File: config.mk
export PLATFORM = sky130hd
export DESIGN_NAME = scss_top
export DESIGN_NICKNAME = d
export VERILOG_FILES = /design/src/scss_pkg.sv /design/src/scss_startup_timer.sv /design/src/scss_top.sv
export SDC_FILE = /design/constraint.sdc
export NUM_CORES = 1
export LEC_CHECK = 0
export ABC_CLOCK_PERIOD_IN_PS = 4400
export BUFFER_PORTS_ARGS = -buffer_cell sky130_fd_sc_hd__buf_2
export CORE_ASPECT_RATIO = 0.6
export CORE_MARGIN = 4
export CORE_UTILIZATION = 50
export DETAILED_ROUTE_END_ITERATION = 10
export GPL_TIMING_DRIVEN = 0
export PLACE_DENSITY = 0.86
export SYNTH_ARGS = -nofsm -noshare
export SYNTH_HDL_FRONTEND = slang
export SYNTH_SLANG_ARGS = --single-unit
File: constraint.sdc
create_clock -name clk_i -period 4.4 [get_ports clk_i]
set_input_delay 0.22 -clock clk_i [delete_from_list [all_inputs] [get_ports clk_i]]
set_output_delay 0.22 -clock clk_i [all_outputs]
set_load 0.01 [all_outputs]
File: src/scss_pkg.sv
// Constants and types for the system clock source select block
package scss_pkg;

    typedef enum logic [2:0] {
        SRC_HFINT_32M = 3'h0,
        SRC_RSVD_1    = 3'h1,
        SRC_EXT_PLL   = 3'h2,
        SRC_RSVD_3    = 3'h3,
        SRC_SECONDARY = 3'h4,
        SRC_LFINT     = 3'h5,
        SRC_HFINT_1M  = 3'h6,
        SRC_EXT       = 3'h7
    } scss_src_t;

    typedef enum logic [2:0] {
        EXT_OFF         = 3'h0,
        EXT_CLK_LOW_PWR = 3'h1,
        EXT_CLK_HI_PWR  = 3'h2,
        EXT_RSVD_3      = 3'h3,
        EXT_LOW_GAIN    = 3'h4,
        EXT_MED_GAIN    = 3'h5,
        EXT_HIGH_GAIN   = 3'h6,
        EXT_RSVD_7      = 3'h7
    } scss_ext_mode_t;

    localparam logic [1:0]  GAIN_NONE      = 2'h0;
    localparam logic [1:0]  GAIN_LOW       = 2'h1;
    localparam logic [1:0]  GAIN_MED       = 2'h2;
    localparam logic [1:0]  GAIN_HIGH      = 2'h3;

    localparam logic [3:0]  DIV_1_1        = 4'h0;
    localparam logic [3:0]  DIV_MAX_CODE   = 4'h9;
    localparam logic [2:0]  FRQ_1MHZ       = 3'h0;
    localparam logic [2:0]  FRQ_4MHZ       = 3'h2;
    localparam logic [2:0]  FRQ_32MHZ      = 3'h5;

    localparam int          STARTUP_PERIODS = 1024;
    localparam logic [10:0] STARTUP_COUNT   = 11'(STARTUP_PERIODS);
    localparam int          LFINT_FREQ_KHZ  = 31;
    localparam int          INSTR_DIV       = 4;
    localparam logic [1:0]  INSTR_HALF_LAST = 2'(INSTR_DIV / 2 - 1);

endpackage : scss_pkg

File: src/scss_startup_timer.sv
// Start-up timer counting input periods before external ready
`timescale 1ns/1ps
module scss_startup_timer
    import scss_pkg::*;
(
    input  wire logic clk_i,
    input  wire logic rst_b_i,
    input  wire logic restart_i,
    input  wire logic bypass_i,
    input  wire logic osc_edge_i,
    output logic      ready_o
);
    logic [10:0] cnt_q;
    logic [10:0] cnt_d;
    logic        rdy_q;
    logic        rdy_d;

    always_comb begin
        cnt_d = cnt_q;
        rdy_d = rdy_q;
        if (restart_i) begin
            cnt_d = '0;
            rdy_d = bypass_i;
        end else if (bypass_i) begin
            rdy_d = 1'b1;
        end else if (!rdy_q && osc_edge_i) begin
            cnt_d = cnt_q + 11'h001;
            if (cnt_d == STARTUP_COUNT) begin
                rdy_d = 1'b1;
            end
        end
    end

    always_ff @(posedge clk_i) begin
        if (!rst_b_i) begin
            cnt_q <= '0;
            rdy_q <= 1'b0;
        end else begin
            cnt_q <= cnt_d;
            rdy_q <= rdy_d;
        end
    end

    assign ready_o = rdy_q;

endmodule : scss_startup_timer

File: src/scss_top.sv
// Clock source selection, divider, gain and clock-out control
`timescale 1ns/1ps
module scss_top
    import scss_pkg::*;
(
    input  wire logic       clk_i,
    input  wire logic       rst_b_i,
    input  wire logic [2:0] reset_source_select_i,
    input  wire logic [2:0] external_mode_select_i,
    input  wire logic       clock_out_enable_n_i,
    input  wire logic       new_request_valid_i,
    input  wire logic [2:0] new_source_request_i,
    input  wire logic [3:0] new_divider_request_i,
    input  wire logic       freq_write_i,
    input  wire logic [2:0] internal_freq_select_i,
    input  wire logic       wake_i,
    input  wire logic       clock_in_pin_i,
    input  wire logic       clock_in_running_i,
    input  wire logic       secondary_osc_ready_i,
    input  wire logic       internal_high_freq_osc_ready_i,
    input  wire logic       internal_low_freq_osc_ready_i,
    input  wire logic       pll_locked_i,
    output logic [2:0]      current_source_o,
    output logic [3:0]      current_divider_o,
    output logic [2:0]      internal_freq_select_o,
    output logic [1:0]      amp_gain_o,
    output logic            amp_enable_o,
    output logic            clock_in_direct_o,
    output logic            pll_enable_o,
    output logic            internal_high_freq_osc_en_o,
    output logic            internal_low_freq_osc_en_o,
    output logic            secondary_osc_en_o,
    output logic            converter_rc_osc_en_o,
    output logic            external_osc_ready_o,
    output logic            switch_pending_o,
    output logic            sys_clk_en_o,
    output logic            instruction_clock_out_o,
    output logic            clock_out_pin_oe_o,
    output logic            halted_o
);

    typedef enum logic [1:0] {
        SW_BOOT,
        SW_IDLE,
        SW_WAIT
    } scss_sw_state_t;

    function automatic logic is_external(input logic [2:0] src);
        is_external = (src == SRC_EXT) || (src == SRC_EXT_PLL);
    endfunction : is_external

    function automatic logic is_ext_clock(input logic [2:0] mode);
        is_ext_clock = (mode == EXT_CLK_LOW_PWR) || (mode == EXT_CLK_HI_PWR);
    endfunction : is_ext_clock

    function automatic logic src_legal(input logic [2:0] src);
        src_legal = (src != SRC_RSVD_1) && (src != SRC_RSVD_3);
    endfunction : src_legal

    scss_sw_state_t state_q;
    scss_sw_state_t state_d;
    logic [2:0]     cur_src_q;
    logic [2:0]     cur_src_d;
    logic [3:0]     cur_div_q;
    logic [3:0]     cur_div_d;
    logic [2:0]     frq_q;
    logic [2:0]     frq_d;
    logic [2:0]     ext_mode_q;
    logic [2:0]     ext_mode_d;
    logic           instruction_clock_out_n_q;
    logic           instruction_clock_out_n_d;
    logic [2:0]     new_src_q;
    logic [2:0]     new_src_d;
    logic [3:0]     new_div_q;
    logic [3:0]     new_div_d;
    logic           pend_q;
    logic           pend_d;
    logic           new_ready;
    logic           ext_ready;
    logic           ost_restart;
    logic           ost_bypass;
    logic           pin_q;
    logic           pin_edge;

    // Defaults are captured on the first clocked cycle after release
    always_comb begin
        state_d    = state_q;
        cur_src_d  = cur_src_q;
        cur_div_d  = cur_div_q;
        frq_d      = frq_q;
        ext_mode_d = ext_mode_q;
        instruction_clock_out_n_d = instruction_clock_out_n_q;
        new_src_d  = new_src_q;
        new_div_d  = new_div_q;
        pend_d     = 1'b0;
        case (state_q)
            SW_BOOT: begin
                ext_mode_d = external_mode_select_i;
                instruction_clock_out_n_d = clock_out_enable_n_i;
                cur_div_d  = DIV_1_1;
                case (reset_source_select_i)
                    SRC_EXT: begin
                        cur_src_d = SRC_EXT;
                        frq_d     = FRQ_1MHZ;
                    end
                    SRC_HFINT_1M: begin
                        cur_src_d = SRC_HFINT_1M;
                        frq_d     = FRQ_1MHZ;
                    end
                    SRC_LFINT: begin
                        cur_src_d = SRC_LFINT;
                        frq_d     = FRQ_4MHZ;
                    end
                    SRC_SECONDARY: begin
                        cur_src_d = SRC_SECONDARY;
                        frq_d     = FRQ_1MHZ;
                    end
                    SRC_EXT_PLL: begin
                        cur_src_d = SRC_EXT_PLL;
                        frq_d     = FRQ_4MHZ;
                    end
                    default: begin
                        // Reserved codes and SRC_HFINT_32M fall back to the fast internal default
                        cur_src_d = SRC_HFINT_1M;
                        frq_d     = FRQ_32MHZ;
                    end
                endcase
                new_src_d = cur_src_d;
                new_div_d = DIV_1_1;
                state_d   = SW_IDLE;
            end
            SW_IDLE: begin
                if (new_request_valid_i && src_legal(new_source_request_i)) begin
                    new_src_d = new_source_request_i;
                    new_div_d = (new_divider_request_i > DIV_MAX_CODE) ?
                                DIV_MAX_CODE : new_divider_request_i;
                    pend_d    = 1'b1;
                    state_d   = SW_WAIT;
                end
            end
            SW_WAIT: begin
                pend_d = 1'b1;
                if (new_ready) begin
                    cur_src_d = new_src_q;
                    cur_div_d = new_div_q;
                    pend_d    = 1'b0;
                    state_d   = SW_IDLE;
                end
            end
            default: begin
                state_d = SW_BOOT;
            end
        endcase
        if (freq_write_i && state_q != SW_BOOT) begin
            frq_d = internal_freq_select_i;
        end
    end

    always_ff @(posedge clk_i) begin
        if (!rst_b_i) begin
            state_q    <= SW_BOOT;
            cur_src_q  <= SRC_HFINT_1M;
            cur_div_q  <= DIV_1_1;
            frq_q      <= FRQ_1MHZ;
            ext_mode_q <= EXT_OFF;
            instruction_clock_out_n_q <= 1'b1;
            new_src_q  <= SRC_HFINT_1M;
            new_div_q  <= DIV_1_1;
            pend_q     <= 1'b0;
        end else begin
            state_q    <= state_d;
            cur_src_q  <= cur_src_d;
            cur_div_q  <= cur_div_d;
            frq_q      <= frq_d;
            ext_mode_q <= ext_mode_d;
            instruction_clock_out_n_q <= instruction_clock_out_n_d;
            new_src_q  <= new_src_d;
            new_div_q  <= new_div_d;
            pend_q     <= pend_d;
        end
    end

    // Readiness of the requested source
    always_comb begin
        case (new_src_q)
            SRC_EXT:       new_ready = ext_ready;
            SRC_EXT_PLL:   new_ready = ext_ready && pll_locked_i;
            SRC_SECONDARY: new_ready = secondary_osc_ready_i;
            SRC_LFINT:     new_ready = internal_low_freq_osc_ready_i;
            SRC_HFINT_1M:  new_ready = internal_high_freq_osc_ready_i;
            default:       new_ready = 1'b0;
        endcase
    end

    // Input pin edges drive the start-up count
    logic pin_q_d;
    always_comb begin
        pin_q_d = clock_in_pin_i;
    end
    always_ff @(posedge clk_i) begin
        if (!rst_b_i) begin
            pin_q <= 1'b0;
        end else begin
            pin_q <= pin_q_d;
        end
    end
    assign pin_edge    = clock_in_pin_i && !pin_q;
    assign ost_restart = (state_q == SW_BOOT) || wake_i;
    assign ost_bypass  = is_ext_clock(ext_mode_q);

    scss_startup_timer u_ost (
        .clk_i      (clk_i),
        .rst_b_i    (rst_b_i),
        .restart_i  (ost_restart),
        .bypass_i   (ost_bypass),
        .osc_edge_i (pin_edge),
        .ready_o    (ext_ready)
    );

    // Outputs and instruction clock divider
    logic [1:0] gain_d;
    logic [1:0] gain_q;
    logic       ext_use;
    logic       outs_amp_d;
    logic       outs_direct_d;
    logic       outs_pll_d;
    logic [1:0] icnt_q;
    logic [1:0] icnt_d;
    logic       iclk_q;
    logic       iclk_d;
    logic       amp_q;
    logic       direct_q;
    logic       pll_q;
    logic       halt_q;
    logic       halt_d;
    logic       run_q;
    logic       run_d;
    logic       hf_en_q;
    logic       hf_en_d;
    logic       sec_en_q;
    logic       sec_en_d;
    logic       oe_q;
    logic       oe_d;
    logic       clko_q;
    logic       clko_d;
    logic       osc_on_q;

    always_comb begin
        ext_use       = is_external(cur_src_q) || is_external(new_src_q);
        gain_d        = GAIN_NONE;
        outs_amp_d    = 1'b0;
        outs_direct_d = 1'b0;
        case (ext_mode_q)
            EXT_LOW_GAIN:  gain_d = GAIN_LOW;
            EXT_MED_GAIN:  gain_d = GAIN_MED;
            EXT_HIGH_GAIN: gain_d = GAIN_HIGH;
            default:       gain_d = GAIN_NONE;
        endcase
        if (ext_use) begin
            outs_amp_d    = (gain_d != GAIN_NONE);
            outs_direct_d = is_ext_clock(ext_mode_q);
        end else begin
            gain_d = GAIN_NONE;
        end
        // Only the external path feeds the multiplier
        outs_pll_d = (cur_src_q == SRC_EXT_PLL) || (new_src_q == SRC_EXT_PLL);
        // Stalled external clock freezes the core, no state is touched
        halt_d = is_external(cur_src_q) && is_ext_clock(ext_mode_q)
                 && !clock_in_running_i;
        run_d  = (state_q != SW_BOOT) && !halt_d;
        icnt_d = icnt_q;
        iclk_d = iclk_q;
        if (run_d) begin
            if (icnt_q == INSTR_HALF_LAST) begin
                icnt_d = '0;
                iclk_d = !iclk_q;
            end else begin
                icnt_d = icnt_q + 2'h1;
            end
        end
        // Next-state decode keeps the enables in step with the selection
        hf_en_d  = (cur_src_d == SRC_HFINT_1M) || (new_src_d == SRC_HFINT_1M);
        sec_en_d = (cur_src_d == SRC_SECONDARY) || (new_src_d == SRC_SECONDARY);
        oe_d     = !instruction_clock_out_n_d;
        clko_d   = iclk_d && !instruction_clock_out_n_d;
    end

    always_ff @(posedge clk_i) begin
        if (!rst_b_i) begin
            gain_q   <= GAIN_NONE;
            amp_q    <= 1'b0;
            direct_q <= 1'b0;
            pll_q    <= 1'b0;
            halt_q   <= 1'b0;
            run_q    <= 1'b0;
            icnt_q   <= '0;
            iclk_q   <= 1'b0;
            hf_en_q  <= 1'b0;
            sec_en_q <= 1'b0;
            oe_q     <= 1'b0;
            clko_q   <= 1'b0;
            osc_on_q <= 1'b0;
        end else begin
            gain_q   <= gain_d;
            amp_q    <= outs_amp_d;
            direct_q <= outs_direct_d;
            pll_q    <= outs_pll_d;
            halt_q   <= halt_d;
            run_q    <= run_d;
            icnt_q   <= icnt_d;
            iclk_q   <= iclk_d;
            hf_en_q  <= hf_en_d;
            sec_en_q <= sec_en_d;
            oe_q     <= oe_d;
            clko_q   <= clko_d;
            osc_on_q <= 1'b1;
        end
    end

    assign current_source_o            = cur_src_q;
    assign current_divider_o           = cur_div_q;
    assign internal_freq_select_o      = frq_q;
    assign amp_gain_o                  = gain_q;
    assign amp_enable_o                = amp_q;
    assign clock_in_direct_o           = direct_q;
    assign pll_enable_o                = pll_q;
    assign internal_high_freq_osc_en_o = hf_en_q;
    assign internal_low_freq_osc_en_o  = osc_on_q;
    assign secondary_osc_en_o          = sec_en_q;
    assign converter_rc_osc_en_o       = osc_on_q;
    assign external_osc_ready_o        = ext_ready;
    assign switch_pending_o            = pend_q;
    assign sys_clk_en_o                = run_q;
    assign instruction_clock_out_o     = clko_q;
    assign clock_out_pin_oe_o          = oe_q;
    assign halted_o                    = halt_q;

endmodule : scss_top

After elaboration in Yosys (flattened, before gate mapping)
Cells that the tools add are included.
{"block": "op_classes", "n_addsub": 2, "n_lt_le_gt_ge": 1, "eq_ne": 29, "mux": 30, "bitwise": 2, "reduce_logical": 41}
{"operator": "$eq 3x3->1 const B", "n": 16}
{"operator": "$pmux 3 s2", "n": 3}
{"operator": "$pmux 4 s2", "n": 2}
{"operator": "$eq 3x2->1 const B", "n": 4}
{"operator": "$mux 3", "n": 4}
{"operator": "$mux 4", "n": 3}
{"operator": "$pmux 2 s3", "n": 2}
{"operator": "$pmux 3 s4", "n": 1}
{"operator": "$reduce_and 2->1", "n": 6}
{"operator": "$add 11x1->11 const B", "n": 1}
{"operator": "$eq 11x11->1 const B", "n": 1}
{"operator": "$logic_and 1x1->1", "n": 10}
{"operator": "$mux 1", "n": 10}
{"operator": "$reduce_bool 2->1", "n": 5}
{"operator": "$logic_or 1x1->1", "n": 8}
{"operator": "$logic_not 1->1", "n": 6}
{"operator": "$mux 2", "n": 3}
{"operator": "$reduce_bool 3->1", "n": 2}
{"operator": "$pmux 1 s5", "n": 1}
{"operator": "$eq 2x1->1 const B", "n": 2}
{"operator": "$gt 4x4->1 const B", "n": 1}
{"operator": "$ne 2x2->1 const B", "n": 2}
{"operator": "$reduce_or 2->1", "n": 2}
{"operator": "$eq 3x1->1 const B", "n": 1}
{"operator": "other kinds (8)", "n": 9}
{"block": "totals", "regBits": 52, "in_bits": 28, "output_inout_bits": 25, "word_cells": 130}

Longest topological paths before layout
Gate-level depths: netlist of the first run.
{"block": "logic_depth", "ltp_word": 8, "mapped_depth": 8, "depth_no_buf": 7}

Cells and area by module
Synthesis of the first run repeated with hierarchy kept, for this count alone.
{"block": "unflattened", "cells_unflattened": 275, "hier_area_um2": 2523.7}
{"module": "scss_top", "n_inst": 1, "cells_each": 191, "area_each_um2": 1810.5}
{"module": "scss_startup_timer", "n_inst": 1, "cells_each": 84, "area_each_um2": 713.2}

Least setup slack after synthesis of the first run
Ideal clock, no wire load.
{"block": "synth_path", "path_kind": "reg-to-reg", "startpoint": "register state_q[1]", "endpoint": "register hf_en_q (netlist: internal_high_freq_osc_en_o)", "setup_time_ps": 88, "t_arrival_ps": 1815, "setup_slack_ps": 2497, "stages_incl_launch_ff": 9, "n_path_buf": 1, "period_less_slack_ps": 1903, "cell_sequence": "dfxtp_1 inv_1 ha_1 inv_2 or3_1 clkbuf_1 a311oi_1 nand3_1 o32ai_2"}
{"block": "synth_between", "elab_chain_len": 4, "word_cells_on_any_way": 8, "classes_between": "4 x eq/ne; 2 x mux; 2 x reduce/logical"}
{"item": "from (decl)", "line_no": "scss_top.sv:60", "rtl": "scss_sw_state_t state_q;"}
{"item": "from (signal assigned)", "line_no": "scss_top.sv:171", "rtl": "state_q <= state_d;"}
{"item": "$eq 2x2->1, or another cell as far along", "line_no": "scss_top.sv:96", "rtl": "case (state_q)"}
{"item": "$pmux 3 s2", "line_no": "scss_top.sv:96"}
{"item": "$eq 3x3->1", "line_no": "scss_top.sv:282", "rtl": "hf_en_d = (cur_src_d == SRC_HFINT_1M) || (new_src_d == SRC_HFINT_1M);"}
{"item": "$logic_or 1x1->1 *", "line_no": "scss_top.sv:282"}
{"item": "to (signal assigned)", "line_no": "scss_top.sv:312", "rtl": "hf_en_q <= hf_en_d;"}
{"item": "to (decl)", "line_no": "scss_top.sv:238", "rtl": "logic hf_en_q;"}
Mark *: on every way between the ends. The rest lies on a longest branch, timed or not.
A chain may end at the register's enable or synchronous reset.

Final worst setup path of the first run
Same ends and word-level chain as after synthesis.

==> impl_results.md, run 1 <==
- Die Area: 0.005919 sq mm
- P&R area growth vs syn: 17.82%
- Overall global routing resource usage: 0.1843
- Die Ht: 61.22 um
- Worst min path class: input pin to register
- Clock transition at path regs: 0.09 ns
- Sequential cell area fraction in the yosys report: 0.4411
- WL met3: 534 um
- Total number of H-tree levels: 2
- R2R cell count: 8
- Area after DPL: 0.002699 sq mm
- Inserted Clock Buffers: 5
- Clk_lat worst skew: 0.30 ns
- Max VDD drop: 0.0001385 V
- Power, Total: 1.090 mW
- Cts hold-fix bufs: 0
- Worst r2r dst: internal_high_freq_osc_en_o
- Post-Synth XOR/XNOR Area: 0.04454
- Synthesis-stage register bit count: 52
- Vias: 2102
- Final Cycle Share: 0.4937
- Top Metal Used: met4
- Hold Startpoint: rst_b_i
- Post CTS Setup Buffer Count: 0
- Final Max Tran Viols: 0
- WHS Path Cells: 1
- Largest family of logic cells by synthesized area: simple AND/OR/NAND/NOR gates
- EDFF count, synth: 0
- CP Launch Type: register
- Period minus WS final: 2.172 ns
- Critical path capture point type: register
- IO Count: 53
- Final instance area: 0.002780 sq mm
- Rows: 19
- Largest net degree at the start of global routing: 16
- Synth Area in Compound Gates: 0.1829
- Mux cell area share after synthesis: 0.04083
- Vias in the first global route: 1873
- Commonest non-fill, non-tap cells in the layout: dfxtp_1 (52), buf_2 (52), nor2_1 (35), inv_1 (16), nand2_1 (16)
- Power Density: 391.9 mW/mm^2
- Final TNS setup: 0 ns
- CTS tree: built
- Detailed-placement wirelength estimate: 4209 um
- Status: complete, no violations
- Mean post-synth cell area: 8.805 sq um
- WL met2: 2300 um
- Antenna-violating nets left: 0
- Simple-gate share of the synthesized area: 0.2153
- Syn nets: 300
- Port Buf Inserts: 52
- Final Hold Vio Count: 0
- Number of max-cap violations: 0
- Hold EP: converter_rc_osc_en_o
- Post-synthesis cell type count: 51
- Vias/cell: 5.390
- Netlist Area Pre-Place: 0.002360 sq mm
- Worst Path Max Fanout: 10
- Post-Synthesis Cells: 268
- Root Driver: clkbuf_8
- Post-synth top flop: dfxtp_1
- DRT Pass-1 Iters: 4
- Adder-cell area share of the yosys netlist: 0.02121
- Starting Density: 0.5170
- Finished Core Util: 0.6091
- Clock sinks: 52
- RSZ-0062 raised after global routing: false
- Share of cells above drive strength 1: 0.2202
- Post-cts repair resize count: 0
- Initial antenna violation count: 0
- First-pass GRT wire length: 8756 um
- Final setup viols: 0
- GRT overflow: 0
- Skew final: 0.007566 ns
- Pleak: 1.223 nW
- Worst endpoint required time: 4.62 ns
- FF-to-FF setup slack: 2.23 ns
- Worst Max-Slew Pin Slew: 0.6603 ns
- Yosys warnings: 0
- Die X: 96.69 um
- Ant. Diodes: 0
- Path type of the worst setup path: register to register
- Core box area: 0.004564 sq mm
- Worst setup path start: state_q[1]
- WL/cell: 13.83 um
- R2r startpoint: state_q[1]
- Slew headroom: 0.5484
- Worst Path Arrival: 2.39 ns
- Clock tree buffer depth: 2
- Final net count: 359
- Drt drc: 0
- Routed WL: 5392 um
- Synth async-reset ratio: 0
- Starting DRT DRC Count: 149
- Max Clk Rate: 460.4 MHz
- Gpl congestion: 0.8813
- Routed met1 length: 2508 um
==> sequential cells by signal, indices dropped and copies added (netlist names), 2 cells and up <==
signal and flops:
internal_freq_select_o 3, new_src_q 3, u_ost.cnt_q 11, current_source_o 3, current_divider_o 4, state_q 2, ext_mode_q 3, icnt_q 2
amp_gain_o 2, new_div_q 4
==> per-layer routing <==
layer / GRT usage / up-vias
met5: 0 / -
met4: 0.05600 / 0
met3: 0.06561 / 5
met2: 0.2824 / 86
met1: 0.2486 / 957
li1: - / 1054
==> stage by stage <==
step           std cells  setup WS (ns)  hold slack [ns]
3_5_place_dp         383          2.239           0.3451
3_3_place_gp         383          2.319           0.3421
6_report             390          2.228          0.02839
5_1_grt              390          1.966          0.02637
4_1_cts              390          2.227          0.02556
2_1_floorplan        268          2.497           0.2477
==> layout make-up <==
type,instances,area (sq um)
clock inverter,2,12.51
fill,400,1784
buffer,14,63.81
inverter,17,63.81
tap,63,78.83
clock buffer,5,68.82
sequential,52,1041
multi-input combinational,185,1191
timing repair buffer,52,260.3
==> worst max-delay path, stage by stage, from the launching register on <==
cell      delay, ns
dfxtp_1        0.32
inv_1          0.08
ha_1           0.27
inv_2          0.06
or3_1          0.38
clkbuf_1       0.23
a311oi_1       0.43
nand3_1        0.16
o32ai_2        0.16
==> report_power, final <==
| part | total [mW] | switching, mW | internal [mW] |
|---|---|---|---|
| logic | 0.289 | 0.170 | 0.119 |
| clock network | 0.258 | 0.150 | 0.108 |
| registers | 0.542 | 0.0286 | 0.514 |
==> logic make-up (layout without fill, tap and decap cells) <==
family,Yosys count,count (layout)
buf+inv,31,90
xor+xnor,12,12
fa+ha+maj,4,4
compound gates,58,58
flops,52,52
simple gates,102,102
mux,9,9
==> synth_stat cells, types with 4 or more instances <==
cell type,count,area [sq um]
nand3_1,7,35.03
nor3b_1,6,45.04
mux2i_1,7,70.07
a31oi_1,5,31.28
nor3_1,5,25.02
and2_1,8,50.05
a22oi_1,4,30.03
ha_1,4,50.05
a21oi_1,14,70.07
nand2_1,16,60.06
xnor2_1,6,52.55
clkbuf_1,11,41.29
nor2_1,35,131.4
dfxtp_1,52,1041
or3_1,5,31.28
nand4_1,4,25.02
xor2_1,6,52.55
nor2b_1,4,25.02
inv_1,16,60.06
and3_1,5,31.28
o21ai_0,11,55.05
==> worst max-delay path by stage <==
stage	to	slack (ns)
after detailed placement	internal_high_freq_osc_en_o	2.24
after global placement	internal_high_freq_osc_en_o	2.32
after global routing	internal_high_freq_osc_en_o	1.97
after floorplan	internal_high_freq_osc_en_o	2.50
after CTS	internal_high_freq_osc_en_o	2.23
final	internal_high_freq_osc_en_o	2.23
Power figures use the tool's default switching activity.
==> inputs of run 2 (changes only) <==
--- a/config.mk
+++ b/config.mk
@@ -5,7 +5,7 @@
 export SDC_FILE = /design/constraint.sdc
 export NUM_CORES = 1
 export LEC_CHECK = 0
-export ABC_CLOCK_PERIOD_IN_PS = 4400
+export ABC_CLOCK_PERIOD_IN_PS = 2200
 export BUFFER_PORTS_ARGS = -buffer_cell sky130_fd_sc_hd__buf_2
 export CORE_ASPECT_RATIO = 0.6
 export CORE_MARGIN = 4
==> constraint.sdc (replaced) <==
create_clock -name clk_i -period 2.2 [get_ports clk_i]
set_input_delay 0.11 -clock clk_i [delete_from_list [all_inputs] [get_ports clk_i]]
set_output_delay 0.11 -clock clk_i [all_outputs]
set_load 0.01 [all_outputs]
==> run 2 against run 1 <==
Maximum frequency rose by 6.8%. Wire length rose by 2.8%. Combinational power rose by 100%. Global-route usage rose by 0.28 points. Critical path type unchanged. Via count fell by 0.38%. Sequential cell count did not move. Non-clock buffer count rose by 1. Worst setup slack got worse by 2.1 ns. Largest power group unchanged. First-iteration DRC count rose by 18%. Clock skew rose by 0.00060 ns. Highest routed layer unchanged.
==> impl_results.md, run 2 (synthesis gave the netlist of run 1 again) <==
- Status: complete, no violations (unchanged)
- WL/cell: 14.17 um (was 13.83 um)
- M1 GR Usage: 0.2521 (was 0.2486)
- Max Clk Rate: 491.5 MHz (was 460.4 MHz)
- Clock transition at path regs: 0.09 ns (about the same)
- Final TNS setup: 0 ns (unchanged)
- Clock tree buffer depth: 2 (unchanged)
- P&R area growth vs syn: 18.88% (was 17.82%)
- Finished Core Util: 0.6146 (was 0.6091)
- Critical path capture point type: register (unchanged)
- Met2 GRT Util: 0.2882 (was 0.2824)
- Met3 global-route usage: 0.06561 (unchanged)
- Worst min path class: input pin to register (unchanged)
- Inserted Clock Buffers: 5 (unchanged)
- Gpl congestion: 0.8813 (unchanged)
- Pleak: 1.230 nW (was 1.223 nW)
- Busiest grt layer: met2 (unchanged)
- Routed WL: 5542 um (was 5392 um)
- Overall global routing resource usage: 0.1870 (was 0.1843)
- Worst endpoint required time: 2.41 ns (was 4.62 ns)
- Largest register by flop count: u_ost.cnt_q (unchanged)
- Max VDD drop: 0.0002813 V (was 0.0001385 V)
- IO Count: 53 (unchanged)
- Period minus WS final: 2.035 ns (was 2.172 ns)
- Die X: 96.69 um (unchanged)
- Share of cells above drive strength 1: 0.2256 (was 0.2202)
- Final Non-Filler Cells: 391 (was 390)
- Die Area: 0.005919 sq mm (unchanged)
- Number of max-cap violations: 0 (unchanged)
- Worst Path Max Fanout: 9 (was 10)
- Root Driver: clkbuf_8 (unchanged)
- Vias: 2094 (was 2102)
- First-pass GRT wire length: 8866 um (was 8756 um)
- GRT overflow: 0 (unchanged)
- CP Launch Type: register (unchanged)
- Ant. Diodes: 0 (unchanged)
- Starting DRT DRC Count: 176 (was 149)
- Vias in the first global route: 1879 (was 1873)
- Path type of the worst setup path: register to register (unchanged)
- Final instance area: 0.002805 sq mm (was 0.002780 sq mm)
- Clk_lat worst skew: 0.30 ns (about the same)
- Antenna-violating nets left: 0 (unchanged)
- DRT Pass-1 Iters: 4 (unchanged)
- Vias/cell: 5.355 (was 5.390)
- Rows: 19 (unchanged)
- Worst Max-Slew Pin Slew: 0.6642 ns (was 0.6603 ns)
- Detailed-placement wirelength estimate: 4209 um (unchanged)
- Core box area: 0.004564 sq mm (unchanged)
- RSZ-0062 raised after global routing: true (was false)
- Slew headroom: 0.5458 (was 0.5484)
- Max reg flops: 11 (unchanged)
- Final net count: 360 (was 359)
- Drt drc: 0 (unchanged)
- Commonest non-fill, non-tap cells in the layout: dfxtp_1 (52), buf_2 (52), nor2_1 (35), inv_1 (16), nand2_1 (16) (unchanged)
- Port Buf Inserts: 52 (unchanged)
- Starting Density: 0.5170 (unchanged)
- Total number of H-tree levels: 2 (unchanged)
- Skew final: 0.008167 ns (was 0.007566 ns)
- Power, Total: 2.194 mW (was 1.090 mW)
- Final setup viols: 0 (unchanged)
- Clock sinks: 52 (unchanged)
- Area after DPL: 0.002699 sq mm (unchanged)
- Initial antenna violation count: 0 (unchanged)
- Final Cycle Share: 0.9248 (was 0.4937)
- FF-to-FF setup slack: 0.17 ns (was 2.23 ns)
- # fillers: 395 (was 400)
- Final Max Tran Viols: 0 (unchanged)
- Worst Path Arrival: 2.24 ns (was 2.39 ns)
- Final Hold Vio Count: 0 (unchanged)
- Post CTS Setup Buffer Count: 0 (unchanged)
- Die Ht: 61.22 um (unchanged)
- CTS tree: built (unchanged)
- Power Density: 782.2 mW/mm^2 (was 391.9 mW/mm^2)
- Placed insts: 383 (unchanged)
- Largest net degree at the start of global routing: 16 (unchanged)
[run 2: cell count changes in the layout (fill, tap and decap cells not counted), sizes merged]
cell / delta
clkbuf: -1
dlygate4sd3: +2
[run 2: worst max-delay path, stage by stage, from the launching register on]
cell	delay [ns]
dfxtp_1	0.34
buf_6	0.15
mux2_4	0.32
a32oi_4	0.25
a21oi_2	0.17
a221o_1	0.42
o31ai_1	0.29
[run 2: cell type report]
class                           instances  area (sq um)  share of cell area
Multi-Input combinational cell        185          1200              0.4277
Sequential cell                        52          1041              0.3711
Timing Repair Buffer                   54         280.3             0.09991
Tap cell                               63         78.83             0.02810
Clock buffer                            5         68.82             0.02453
Inverter                               17         63.81             0.02275
Buffer                                 13         60.06             0.02141
Clock inverter                          2         12.51            0.004460
[run 2: worst paths after layout]
check                                     endpoint  depth (start not counted)           start
worst min-delay path                         pin_q                          2  clock_in_pin_i
worst min register to register           icnt_q[1]                          2       icnt_q[1]
worst max-delay path            secondary_osc_en_o                          6    new_src_q[1]
worst max register to register  secondary_osc_en_o                          6    new_src_q[1]
[run 2: metrics by stage]
| step | setup slack, ns | hold slack (ns) |
|---|---|---|
| after floorplan | 0.2971 | 0.1377 |
| after global placement | 0.1186 | 0.2321 |
| after detailed placement | 0.03875 | 0.2351 |
| after CTS | 0.02747 | 0.03426 |
| after global routing | 0.01957 | 0.04907 |
| final | 0.1655 | 0.03980 |
[run 2: power by group]
| group | total, mW | switching, mW | internal, mW | leakage [nW] |
|---|---|---|---|---|
| clock network | 0.520 | 0.304 | 0.216 | 0.0400 |
| registers | 1.09 | 0.0578 | 1.03 | 0.425 |
| logic | 0.589 | 0.345 | 0.244 | 0.766 |
| total | 2.19 | 0.707 | 1.49 | 1.23 |
[run 2: metal layers]
metal  up-vias  part of all wire
li1       1053                 -
met1       948              0.46
met2        88              0.43
met3         5              0.10
met4         0            0.0087
met5         -                 0
[run 2: what timing repair did]
item                                    4_1_cts  5_1_grt
endpoints found under the setup margin        0        2
endpoints found under the hold margin         2        0
gates resized for setup                       0        2
hold buffers                                  2        0
